File: config.mk
export PLATFORM = sky130hd
export DESIGN_NAME = pcc_top
export DESIGN_NICKNAME = d
export VERILOG_FILES = /design/src/hdl/pcc_pkg.sv /design/src/hdl/pcc_prescaler.sv /design/src/hdl/pcc_rate_div.sv /design/src/hdl/pcc_top.sv
export SDC_FILE = /design/constraint.sdc
export NUM_CORES = 1
export LEC_CHECK = 0
export BUFFER_PORTS_ARGS = -buffer_cell sky130_fd_sc_hd__buf_4
export CAP_MARGIN = 20
export CORE_MARGIN = 2
export CORE_UTILIZATION = 50
export CTS_CLUSTER_SIZE = 12
export DETAILED_ROUTE_END_ITERATION = 8
export GPL_TIMING_DRIVEN = 1
export PLACE_DENSITY = 0.76
export SLEW_MARGIN = 10
export SYNTH_ARGS = -nofsm -noshare
export SYNTH_HDL_FRONTEND = slang
export SYNTH_SLANG_ARGS = --single-unit
File: constraint.sdc
create_clock -name CORE_CLK -period 4.56 [get_ports CORE_CLK]
set_clock_uncertainty 0.2 [all_clocks]
set_input_delay 0.684 -clock CORE_CLK [delete_from_list [all_inputs] [get_ports CORE_CLK]]
set_output_delay 0.684 -clock CORE_CLK [all_outputs]
set_load 0.02 [all_outputs]
File: src/hdl/pcc_pkg.sv
/*
 * Package for the timer clock configuration block: register map, field
 * layout of the configuration byte, reset values and decode helpers.
 * Assumes a single core clock and a byte-wide register port.
 */
package pcc_pkg;

	// register port and counter widths
	localparam int          PCC_ADDR_W   = 8;
	localparam int          PCC_DATA_W   = 8;
	localparam int          PCC_COUNT_W  = 12;

	// register offsets
	localparam logic [7:0]  PCC_CFG_ADDR  = 8'ha4;
	localparam logic [7:0]  PCC_STAT_ADDR = 8'haf;

	// field positions in the configuration byte
	localparam int          PCC_PLL_EN_BIT  = 7;
	localparam int          PCC_RATE_LSB    = 5;
	localparam int          PCC_SOURCE_BIT  = 4;
	localparam int          PCC_BOOST_BIT   = 3;
	localparam int          PCC_DIV_LSB     = 0;

	// reset values
	localparam logic [7:0]  PCC_CFG_RESET   = 8'h00;
	localparam logic [11:0] PCC_COUNT_RESET = 12'h000;

	// the PLL base tick runs at eight times the slowest rate
	localparam logic [2:0]  PCC_BASE_WRAP   = 3'h7;

	// core clock period, for reference only
	localparam int          PCC_CLK_NS      = 100;

	// configuration byte, laid out as software sees it
	typedef struct packed {
		logic       pll_enable;
		logic [1:0] pll_rate_select;
		logic       timer_clock_source;
		logic       instr_clock_boost;
		logic [2:0] timer_divider;
	} pcc_cfg_t;

	// settings that only change at run start and at counter overflow while running
	typedef struct packed {
		logic [1:0] pll_rate_select;
		logic [2:0] timer_divider;
	} pcc_applied_t;

	// rate code 0..3 gives 8..64 MHz: base tick divided by 8,4,2,1
	function automatic logic [2:0] pcc_rate_mask(input logic [1:0] code);
		pcc_rate_mask = PCC_BASE_WRAP >> code;
	endfunction

	// pull the deferred fields out of a configuration byte
	function automatic pcc_applied_t pcc_deferred(input pcc_cfg_t cfg);
		pcc_deferred.pll_rate_select = cfg.pll_rate_select;
		pcc_deferred.timer_divider   = cfg.timer_divider;
	endfunction

endpackage

File: src/hdl/pcc_prescaler.sv
/*
 * Timer prescaler: passes one of every (divide + 1) input ticks.
 * Assumes tick_in is a one-cycle pulse on the core clock.
 */
`timescale 1ns/1ns
module pcc_prescaler
	import pcc_pkg::*;
(
	// clock and reset
	input  wire logic       clk,
	input  wire logic       rst_n,
	// control
	input  wire logic       tick_in,
	input  wire logic       restart,
	input  wire logic [2:0] divide,
	// tick out
	output logic            tick_out
);
	logic [2:0] cnt;  // input ticks seen in this period
	logic       wrap; // last tick of the period

	assign wrap     = (cnt == divide);
	// not gated by restart: the overflow that raises restart is itself
	// made from this tick, so gating it here would close a loop
	assign tick_out = tick_in && wrap;

	// period counter
	always_ff @(posedge clk or negedge rst_n) begin
		if (!rst_n) begin
			cnt <= 3'h0;
		end else if (restart) begin
			cnt <= 3'h0;
		end else if (tick_in) begin
			cnt <= wrap ? 3'h0 : cnt + 3'h1;
		end
	end

endmodule // pcc_prescaler

File: src/hdl/pcc_rate_div.sv
/*
 * PLL rate clock enable generator. Divides the PLL base tick down to
 * the selected rate and to the fixed divide-by-8 instruction rate.
 * Assumes base_tick is a one-cycle pulse on the core clock.
 */
`timescale 1ns/1ns
module pcc_rate_div
	import pcc_pkg::*;
(
	// clock and reset
	input  wire logic       clk,
	input  wire logic       rst_n,
	// control
	input  wire logic       base_tick,
	input  wire logic       restart,
	input  wire logic [1:0] rate_code,
	// ticks out
	output logic            rate_tick,
	output logic            slow_tick
);
	logic [2:0] phase;  // position within eight base ticks
	logic [2:0] mask;   // phase bits that must all be set

	assign mask      = pcc_rate_mask(rate_code);
	assign rate_tick = base_tick && ((phase & mask) == mask);
	assign slow_tick = base_tick && (phase == PCC_BASE_WRAP);

	// phase counter, cleared while restart is high, which pcc_top drives only while the PLL is off
	always_ff @(posedge clk or negedge rst_n) begin
		if (!rst_n) begin
			phase <= 3'h0;
		end else if (restart) begin
			phase <= 3'h0;
		end else if (base_tick) begin
			phase <= phase + 3'h1;
		end
	end

endmodule // pcc_rate_div

File: src/hdl/pcc_top.sv
/*
 * Timer clock configuration block: the configuration register, the
 * instruction and timer base clock selection, the prescaler and the
 * 12-bit timer counter with its overflow.
 * Assumes PLL_TICK, OSC_TICK, TIMER_RUN and TIMER_TOP come from logic
 * on CORE_CLK; the clocks are modelled as one-cycle enable ticks.
 */
`timescale 1ns/1ns
module pcc_top
	import pcc_pkg::*;
(
	// clock and reset
	input  wire logic                         CORE_CLK,
	input  wire logic                         NRST,
	// register port
	input  wire logic [pcc_pkg::PCC_ADDR_W-1:0] ADDR,
	input  wire logic [pcc_pkg::PCC_DATA_W-1:0] WR_DATA,
	input  wire logic                         WR_EN,
	input  wire logic                         RD_EN,
	output logic [pcc_pkg::PCC_DATA_W-1:0]    RD_DATA,
	// clock sources as enable ticks
	input  wire logic                         PLL_TICK,
	input  wire logic                         OSC_TICK,
	// timer control
	input  wire logic                         TIMER_RUN,
	input  wire logic [pcc_pkg::PCC_COUNT_W-1:0] TIMER_TOP,
	// clock outputs
	output logic                              PLL_ENABLE,
	output logic                              INSTR_CLOCK_TICK,
	output logic                              TIMER_BASE_TICK,
	// timer outputs
	output logic [pcc_pkg::PCC_COUNT_W-1:0]   TIMER_COUNT,
	output logic                              TIMER_OVERFLOW
);
	import pcc_pkg::*;

	// clocking scheme
	// every clock of the structure is a one-cycle enable on CORE_CLK,
	// so the block stays in one domain and no clock is gated or muxed;
	// the price is that no rate can exceed one tick per core cycle
	//
	// the PLL base tick feeds the rate divider, which yields both the
	// selected rate tick and the fixed divide-by-8 tick that can boost
	// the instruction clock; the oscillator tick is halved for the
	// slow instruction clock
	//
	// the timer base tick is one of those two, and the prescaler
	// passes one of every (code + 1) base ticks on to the counter
	//
	// run mode handling
	// software reads back the byte as filtered at the write; the rate and prescale
	// codes in force sit in a separate shadow, loaded while stopped, at run start
	// and at overflow, so a cycle in progress changes speed only if the boost bit is written while the timer runs on the instruction clock
	//
	// the enable and source bits are filtered at the write itself, so
	// there is no second copy of them to keep in step
	//
	// limitation: the PLL lock time is not modelled; software has to
	// wait it out before it selects a PLL-derived clock
	//
	// limitation: lowering TIMER_TOP below the running count lets the
	// count run on to its natural wrap with no overflow pulse; the top
	// value is meant to change only at overflow

	// reset synchroniser stages
	logic         rst_meta;
	logic         rst_n;

	// software visible configuration
	pcc_cfg_t     cfg;
	pcc_cfg_t     next_cfg;

	// settings in force for the current cycle
	pcc_applied_t applied;
	pcc_applied_t next_applied;

	// decoded accesses
	logic         cfg_wr;
	logic         cfg_rd;
	logic         stat_rd;
	pcc_cfg_t     wr_cfg;

	// clock enables
	logic         rate_tick;
	logic         slow_tick;
	logic         osc_half;
	logic         instr_tick;
	logic         base_tick;
	logic         count_tick;

	// timer state
	logic [PCC_COUNT_W-1:0] count;
	logic [PCC_COUNT_W-1:0] next_count;
	logic         at_top;
	logic         overflow;
	logic         run_q;
	logic         run_start;
	logic         restart;

	// reset release through two flops
	always_ff @(posedge CORE_CLK or negedge NRST) begin
		if (!NRST) begin
			rst_meta <= 1'b0;
			rst_n    <= 1'b0;
		end else begin
			rst_meta <= 1'b1;
			rst_n    <= rst_meta;
		end
	end

	// address decode
	assign cfg_wr  = WR_EN && (ADDR == PCC_CFG_ADDR);
	assign cfg_rd  = RD_EN && (ADDR == PCC_CFG_ADDR);
	assign stat_rd = RD_EN && (ADDR == PCC_STAT_ADDR);
	assign wr_cfg  = pcc_cfg_t'(WR_DATA);

	// write filter for the configuration byte
	always_comb begin
		next_cfg = cfg;
		if (cfg_wr) begin
			if (!TIMER_RUN) begin
				next_cfg.pll_enable = wr_cfg.pll_enable;
			end
			next_cfg.pll_rate_select = wr_cfg.pll_rate_select;
			next_cfg.timer_divider = wr_cfg.timer_divider;
			if (!TIMER_RUN) begin
				if (!wr_cfg.timer_clock_source) begin
					// clearing is always allowed when stopped
					next_cfg.timer_clock_source = 1'b0;
				end else if (next_cfg.pll_enable) begin
					next_cfg.timer_clock_source = 1'b1;
				end
			end
			if (next_cfg.pll_enable) begin
				next_cfg.instr_clock_boost = wr_cfg.instr_clock_boost;
			end else begin
				next_cfg.instr_clock_boost = 1'b0;
			end
		end
	end

	// configuration register
	always_ff @(posedge CORE_CLK or negedge rst_n) begin
		if (!rst_n) begin
			cfg <= pcc_cfg_t'(PCC_CFG_RESET);
		end else begin
			cfg <= next_cfg;
		end
	end

	// run edge, used to latch settings at start
	assign run_start = TIMER_RUN && !run_q;

	// applied shadow update
	always_comb begin
		next_applied = applied;
		if (!TIMER_RUN) begin
			// stopped: settings follow software directly
			next_applied = pcc_deferred(next_cfg);
		end else if (overflow || run_start) begin
			// rate and prescale taken at overflow or at run start
			// a write in the overflow cycle is included
			next_applied = pcc_deferred(next_cfg);
		end
	end

	// applied shadow register
	always_ff @(posedge CORE_CLK or negedge rst_n) begin
		if (!rst_n) begin
			applied <= pcc_deferred(pcc_cfg_t'(PCC_CFG_RESET));
		end else begin
			applied <= next_applied;
		end
	end

	// run level of the previous cycle
	always_ff @(posedge CORE_CLK or negedge rst_n) begin
		if (!rst_n) begin
			run_q <= 1'b0;
		end else begin
			run_q <= TIMER_RUN;
		end
	end

	// the prescaler restarts at overflow or while stopped
	assign restart = overflow || !TIMER_RUN;

	// pll rate clock from the base tick
	pcc_rate_div u_rate (
		.clk       (CORE_CLK),
		.rst_n     (rst_n),
		.base_tick (PLL_TICK && cfg.pll_enable),
		.restart   (!cfg.pll_enable),
		.rate_code (applied.pll_rate_select),
		.rate_tick (rate_tick),
		.slow_tick (slow_tick)
	);

	// oscillator halving for the slow instruction clock
	always_ff @(posedge CORE_CLK or negedge rst_n) begin
		if (!rst_n) begin
			osc_half <= 1'b0;
		end else if (OSC_TICK) begin
			osc_half <= !osc_half;
		end
	end

	assign instr_tick = cfg.instr_clock_boost ? slow_tick
	                                          : (OSC_TICK && osc_half);

	assign base_tick = cfg.timer_clock_source ? rate_tick : instr_tick;

	// prescaler feeding the counter
	pcc_prescaler u_pre (
		.clk      (CORE_CLK),
		.rst_n    (rst_n),
		.tick_in  (base_tick && TIMER_RUN),
		.restart  (restart),
		.divide   (applied.timer_divider),
		.tick_out (count_tick)
	);

	// the overflow uses the counted tick itself, so a top value of N
	// gives N + 1 counts per cycle; TIMER_OVERFLOW is the registered
	// copy and lines up with TIMER_COUNT showing zero
	// overflow when the top count completes
	assign at_top   = (count == TIMER_TOP);
	assign overflow = TIMER_RUN && count_tick && at_top;

	// next counter value
	always_comb begin
		next_count = count;
		if (!TIMER_RUN) begin
			// stopped counter sits at zero
			next_count = PCC_COUNT_RESET;
		end else if (overflow) begin
			next_count = PCC_COUNT_RESET;
		end else if (count_tick) begin
			next_count = count + 12'h001;
		end
	end

	// timer counter
	always_ff @(posedge CORE_CLK or negedge rst_n) begin
		if (!rst_n) begin
			count <= PCC_COUNT_RESET;
		end else begin
			count <= next_count;
		end
	end

	// registered outputs for the timer
	always_ff @(posedge CORE_CLK or negedge rst_n) begin
		if (!rst_n) begin
			TIMER_COUNT    <= PCC_COUNT_RESET;
			TIMER_OVERFLOW <= 1'b0;
		end else begin
			TIMER_COUNT    <= next_count;
			TIMER_OVERFLOW <= overflow;
		end
	end

	// registered clock outputs: the ticks one cycle behind the enables, PLL_ENABLE in step with cfg
	always_ff @(posedge CORE_CLK or negedge rst_n) begin
		if (!rst_n) begin
			PLL_ENABLE       <= 1'b0;
			INSTR_CLOCK_TICK <= 1'b0;
			TIMER_BASE_TICK  <= 1'b0;
		end else begin
			PLL_ENABLE       <= next_cfg.pll_enable;
			INSTR_CLOCK_TICK <= instr_tick;
			TIMER_BASE_TICK  <= base_tick;
		end
	end

	// read side: the configuration byte comes back as stored, while
	// the status byte shows the shadow in force, so software can tell
	// whether a deferred change has reached the counter yet
	// read data, valid only in the cycle after the strobe
	always_ff @(posedge CORE_CLK or negedge rst_n) begin
		if (!rst_n) begin
			RD_DATA <= 8'h00;
		end else if (cfg_rd) begin
			RD_DATA <= cfg;
		end else if (stat_rd) begin
			// status: run, pll, applied rate, applied prescale
			RD_DATA <= {TIMER_RUN, cfg.pll_enable,
			            applied.pll_rate_select, 1'b0,
			            applied.timer_divider};
		end else begin
			// unmapped or idle reads give zero
			RD_DATA <= 8'h00;
		end
	end

endmodule // pcc_top

=== Word level (Yosys, flattened, before mapping) ===
Index checks and enable logic that the tools add are counted.

* Register bits: 46
* Output and inout bits: 24
* Logic and storage cells: 74

* Add/subtract/negate cells: 3
* Equal/unequal tests: 10
* Shift operators: 1
* Muxes and demuxes: 21
* Bitwise operators: 2
* Reductions and logical operators: 19

{| class="wikitable"
|+ Operators with widths
! operator !! number
|-
| two-way mux 12 bit || 3
|-
| equality test 8 bit, second input constant || 2
|-
| two-way mux 8 bit || 2
|-
| two-way mux 3 bit || 5
|-
| adder 12 x 1 -> 12 bit, second input constant || 1
|-
| equality test 12 bit || 1
|-
| logical AND 1 bit || 12
|-
| two-way mux 5 bit || 2
|-
| two-way mux 1 bit || 8
|-
| two-way mux 7 bit || 1
|-
| adder 3 x 1 -> 3 bit, second input constant || 2
|-
| equality test 3 bit || 2
|-
| != test 2 x 1 -> 1 bit, second input constant || 3
|-
| AND 3 bit || 1
|-
| equality test 3 bit, second input constant || 1
|-
| logical NOT 1 bit || 3
|-
| != test 3 x 1 -> 1 bit, second input constant || 1
|-
| AND reduction 3 bit || 1
|-
| right shift 3 x 2 -> 3 bit, first input constant || 1
|-
| logical OR 1 bit || 2
|-
| nonzero test 2 bit || 1
|-
| NOT 1 bit || 1
|}

=== Depth between registers and ports, before layout ===
* Depth after elaboration: 12
* Gate-level depth with buffers: 9

=== Hierarchy ===
A second synthesis with hierarchy kept.

* Cells, all modules: 189
* Area total of the unflattened synthesis: 2212.1 µm²

{| class="wikitable"
|+ Modules (own cells, without submodules)
! module !! instances !! cells an instance !! area an instance (µm²) !! sequential area each (µm²)
|-
| pcc_top || 1 || 153 || 1841.8 || 1001.0
|-
| pcc_prescaler || 1 || 19 || 197.7 || 75.1
|-
| pcc_rate_div || 1 || 17 || 172.7 || 75.1
|}

=== Worst setup path before layout ===
OpenSTA, ideal clock, no wires.

* Path type: input to register
* From: input TIMER_TOP[7] (netlist name)
* To: register applied[0] (netlist name)
* Library setup time: 0.128 ns
* Data arrival time: 1.981 ns
* Path slack: 2.251 ns
* Stages on the path: 6
* Path buffers: 1
* Cells stage by stage: xor2_1 > nor4_1 > nand3_1 > clkbuf_1 > o211a_2 > mux2_1

* Longest elaborated chain between the ends: 4

{| class="wikitable"
|+ Ends and longest elaborated chain
! item !! line !! text
|-
| from (decl) || pcc_top.sv:26 || <nowiki>input wire logic [pcc_pkg::PCC_COUNT_W-1:0] TIMER_TOP,</nowiki>
|-
| equality test 12 bit || pcc_top.sv:227 || <nowiki>assign at_top = (count == TIMER_TOP);</nowiki>
|-
| logical AND 1 bit || pcc_top.sv:228 || <nowiki>assign overflow = TIMER_RUN && count_tick && at_top;</nowiki>
|-
| logical OR 1 bit || pcc_top.sv:160 || <nowiki>end else if (overflow || run_start) begin</nowiki>
|-
| != test 2 x 1 -> 1 bit (no source line) || -- ||
|-
| to (signal assigned) || pcc_top.sv:170 || <nowiki>applied <= pcc_deferred(pcc_cfg_t'(PCC_CFG_RESET));</nowiki>
|-
| to (signal assigned) || pcc_top.sv:172 || <nowiki>applied <= next_applied;</nowiki>
|-
| to (decl) || pcc_top.sv:74 || <nowiki>pcc_applied_t applied;</nowiki>
|}

Every way passes these cells.
A chain may end at the register's enable or synchronous reset.

=== Worst setup path after layout ===
* From: register u_rate.phase[0]
* To: register applied[4] (netlist name)

* Longest elaborated chain between the ends: 10
* Elaborated cells between the ends (all ways): 13
* Classes of those cells: eq/ne (3); mux (2); bitwise (1); reduce/logical (7)

{| class="wikitable"
|+ Ends and longest elaborated chain
! item !! line !! text
|-
| from (decl) || pcc_rate_div.sv:21 || <nowiki>logic [2:0] phase;</nowiki>
|-
| from (signal assigned) || pcc_rate_div.sv:35 || <nowiki>phase <= phase + 3'h1;</nowiki>
|-
| equality test 3 bit or AND 3 bit (tied branches) || pcc_rate_div.sv:26, pcc_rate_div.sv:25 ||
|-
| logical AND 1 bit or equality test 3 bit (tied branches) || pcc_rate_div.sv:26, pcc_rate_div.sv:25 ||
|-
| two-way mux 1 bit or logical AND 1 bit (tied branches) || pcc_top.sv:208, pcc_rate_div.sv:25 ||
|-
| two-way mux 1 bit (*) || pcc_top.sv:211 || <nowiki>assign base_tick = cfg.timer_clock_source ? rate_tick : instr_tick;</nowiki>
|-
| logical AND 1 bit (*) || pcc_top.sv:217 || <nowiki>.tick_in (base_tick && TIMER_RUN),</nowiki>
|-
| logical AND 1 bit (*) || pcc_prescaler.sv:25 || <nowiki>assign tick_out = tick_in && wrap;</nowiki>
|-
| logical AND 1 bit (*) (2 in a row) || pcc_top.sv:228 ||
|-
| logical OR 1 bit (*) || pcc_top.sv:160 ||
|-
| != test 2 x 1 -> 1 bit (no source line) (*) || -- ||
|}

Every way passes the cells marked *; elsewhere a longest branch is shown, timed or not.

==> impl_metrics.tcl <==
set metrics [dict create \
    holdWs_ps 156 \
    ctsResizeCount 0 \
    reg2reg_from "u_rate.phase[0]" \
    startpoint_type "flip-flop" \
    wl_um 4750 \
    hold_path.class "reg -> reg" \
    crit_slowest_cell "o21ai_2" \
    fillers 363 \
    worst-path-buf-inv 0 \
    cts_tree "built" \
    clkSinkCount 46 \
    rr_worst_depth 7 \
    crit_required_ps 4550 \
    cp_top_family "compound AO/OA/AOI/OAI gates" \
    htree_num_levels 2 \
    drt_pass1_iterations 4 \
    arrival_ps 2670 \
    cp.depth 7 \
    clock-root-buffer "clkbuf_8" \
    ios 59 \
    netlist.area_leader.share_pct 49.7 \
    ir_worst_vdd_mv 0.172 \
    clkTransAtPathRegs_ps 90 \
    ctsLongestPathBuffers 2 \
    worstMarginPinSlew_ps 918 \
    ys_seq_area_share_pct 49.7 \
    hp-start "rst_meta" \
    finalSetupViolCount 0 \
    criticalPathCategory "reg -> reg" \
    reg2reg_to "applied[4]" \
    drive_gt1_share_pct 29.9 \
    rows 24 \
    fin_crit_sh_pct 58.7 \
    drv_slew 0 \
    r2r_slack_ps 1880 \
    drtIter0Drc 165 \
    layout_setup_ws_ps 1880 \
    grt_pass1_vias 1804 \
    status "complete, no violations" \
    holdPathStages 0 \
    port_buffers 58 \
    cp_max_fo 22 \
    wl_per_cell_um 14.7 \
    cap_violations 0 \
    cts-buffers-inserted 5 \
    nets 309 \
    syn_area_mm2 0.00231 \
    grt_usage_pct 20.7 \
    overflow 0 \
    yosysWarnings 0 \
    core_mm2 0.00441 \
    drc_errors 0 \
    fp.dieH_um 72.0 \
    fin_crit_ps 2680 \
    ant_nets 0 \
    synth_edf_count 0 \
    setup_tns_ps 0 \
    whs_endpoint "rst_n" \
    area_growth_syn_to_layout_pct 24.2 \
    gp_congestion 0.775 \
    power_density_mw_per_mm2 291 \
    synth-main-ff-cell "dfrtp_1" \
    start_util_pct 52.4 \
    synth_cells 212 \
    syn_avg_cell_area_um2 10.9 \
    slew_headroom_pct 38.8 \
    synthTopCellsByCount "46 x dfrtp_1, 18 x nand2_1, 17 x xor2_1" \
    post_drt_via_cell_ratio 5.59 \
    n_antenna_cell 0 \
    synth_seq_cells 46 \
    crit_chain "ha_1 -> ha_1 -> nand4_1 -> a21oi_2 -> o21ai_2 -> o211a_2 -> mux2_1" \
    die_area_mm2 0.00519 \
    cp_slowest_stage_delay_ps 610 \
    synth_most_common_cell "dfrtp_1" \
    rsz0062_at_grt "false" \
    end_kind "flip-flop" \
    antenna_found_initial 0 \
    die_w_um 72.0 \
    grt_max_degree 45 \
    yosysUniqueCellTypes 49 \
    pre_cts_ws_ps 1870 \
    hpwlAfterDp_um 3410 \
    vias 1804 \
    synthTopCellsByArea "dfrtp_1 50%, xor2_1 6.4%, nand2_1 2.9%" \
    p_leak_nw 1.40 \
    clock_latency_ps 310 \
    ys_async_sr_fraction_pct 100 \
    synth_nets 251 \
    grt_pass1_wl_um 8440 \
    max_clock_freq_mhz 373 \
    final_hold_viol_count 0 \
    yosys.area.top_type "dfrtp_1" \
    crit_top_cell "ha_1" \
]
## metal layers
layer	track usage, %	up-vias	share of wire (%)
li1	-	878	-
met1	28.1	870	45
met2	32.2	48	48
met3	4.72	8	5.6
met4	9.01	0	1.6
met5	0	-	0
## worst reg2reg max path: cells and delay by family (launching register included)
| kind | cells | cell delay, ps |
|---|---|---|
| mux | 1 | 340 |
| flops | 1 | 430 |
| simple gates | 1 | 100 |
| fa+ha+maj | 2 | 400 |
| compound gates | 3 | 1090 |
## power breakdown
part | leakage (nW) | switching, mW | internal (mW)
registers | 0.627 | 0.0246 | 0.428
clock network | 0.0441 | 0.144 | 0.108
logic | 0.727 | 0.0705 | 0.0616
total | 1.40 | 0.239 | 0.597
## cell usage in the layout (no fill, tap or decap), types with 6 or more instances in the layout
master / instances
nand3_1: 8
xor2_1: 17
inv_1: 6
buf_4: 59
mux2_1: 6
dfrtp_1: 45
a21oi_1: 9
a22o_1: 7
nand2_1: 18
## per-stage QoR
step	total power [mW]	std cells	area [µm²]	util [%]
after floorplan	0.540	212	2310	-
after global routing	0.878	323	2880	65.1
final	0.836	323	2880	65.1
after detailed placement	0.593	314	2780	62.9
after CTS	0.841	323	2880	65.1
after global placement	0.588	314	2780	62.9
## worst max-delay path by stage
stage               slack [ps]          to            start
finish                    1880  applied[4]  u_rate.phase[0]
global route              1750  applied[1]  u_rate.phase[0]
CTS                       1900  applied[4]  u_rate.phase[0]
detailed placement        1870  applied[1]         PLL_TICK
global placement          1900  applied[2]     TIMER_TOP[3]
floorplan                 2250  applied[0]     TIMER_TOP[7]
## flip-flops by register name, summed over array words and instances (netlist names)
name and flops:
INSTR_CLOCK_TICK 1, PLL_ENABLE 1, RD_DATA 8, TIMER_BASE_TICK 1, TIMER_COUNT 12, TIMER_OVERFLOW 1
applied 5, cfg 7, osc_half 1, rst_meta 1, rst_n 1, run_q 1
u_pre.cnt 3, u_rate.phase 3
## cell families after synthesis
family          count (synthesis)  share of synthesized area [%]
xor+xnor                       18                           6.81
other cells                     1                          0.162
simple gates                   73                           18.1
flops                          46                           49.7
fa+ha+maj                       4                           2.16
mux                            16                           7.51
buf+inv                        15                           3.08
compound gates                 39                           12.4
## cell type report
cell class                      count  area [µm²]  area share [%]
Clock buffer                        5        68.8            2.39
Timing Repair Buffer               60         453            15.8
Clock inverter                      3        21.3           0.740
Inverter                            6        22.5           0.783
Tap cell                           52        65.1            2.26
Multi-Input combinational cell    151        1090            38.0
Sequential cell                    46        1150            40.1
## what timing repair did
item	4_1_cts	5_1_grt
hold buffers	1	0
endpoints found under the hold margin	2	0
buffers inserted	0	0
(Power assumes the default switching activity.)
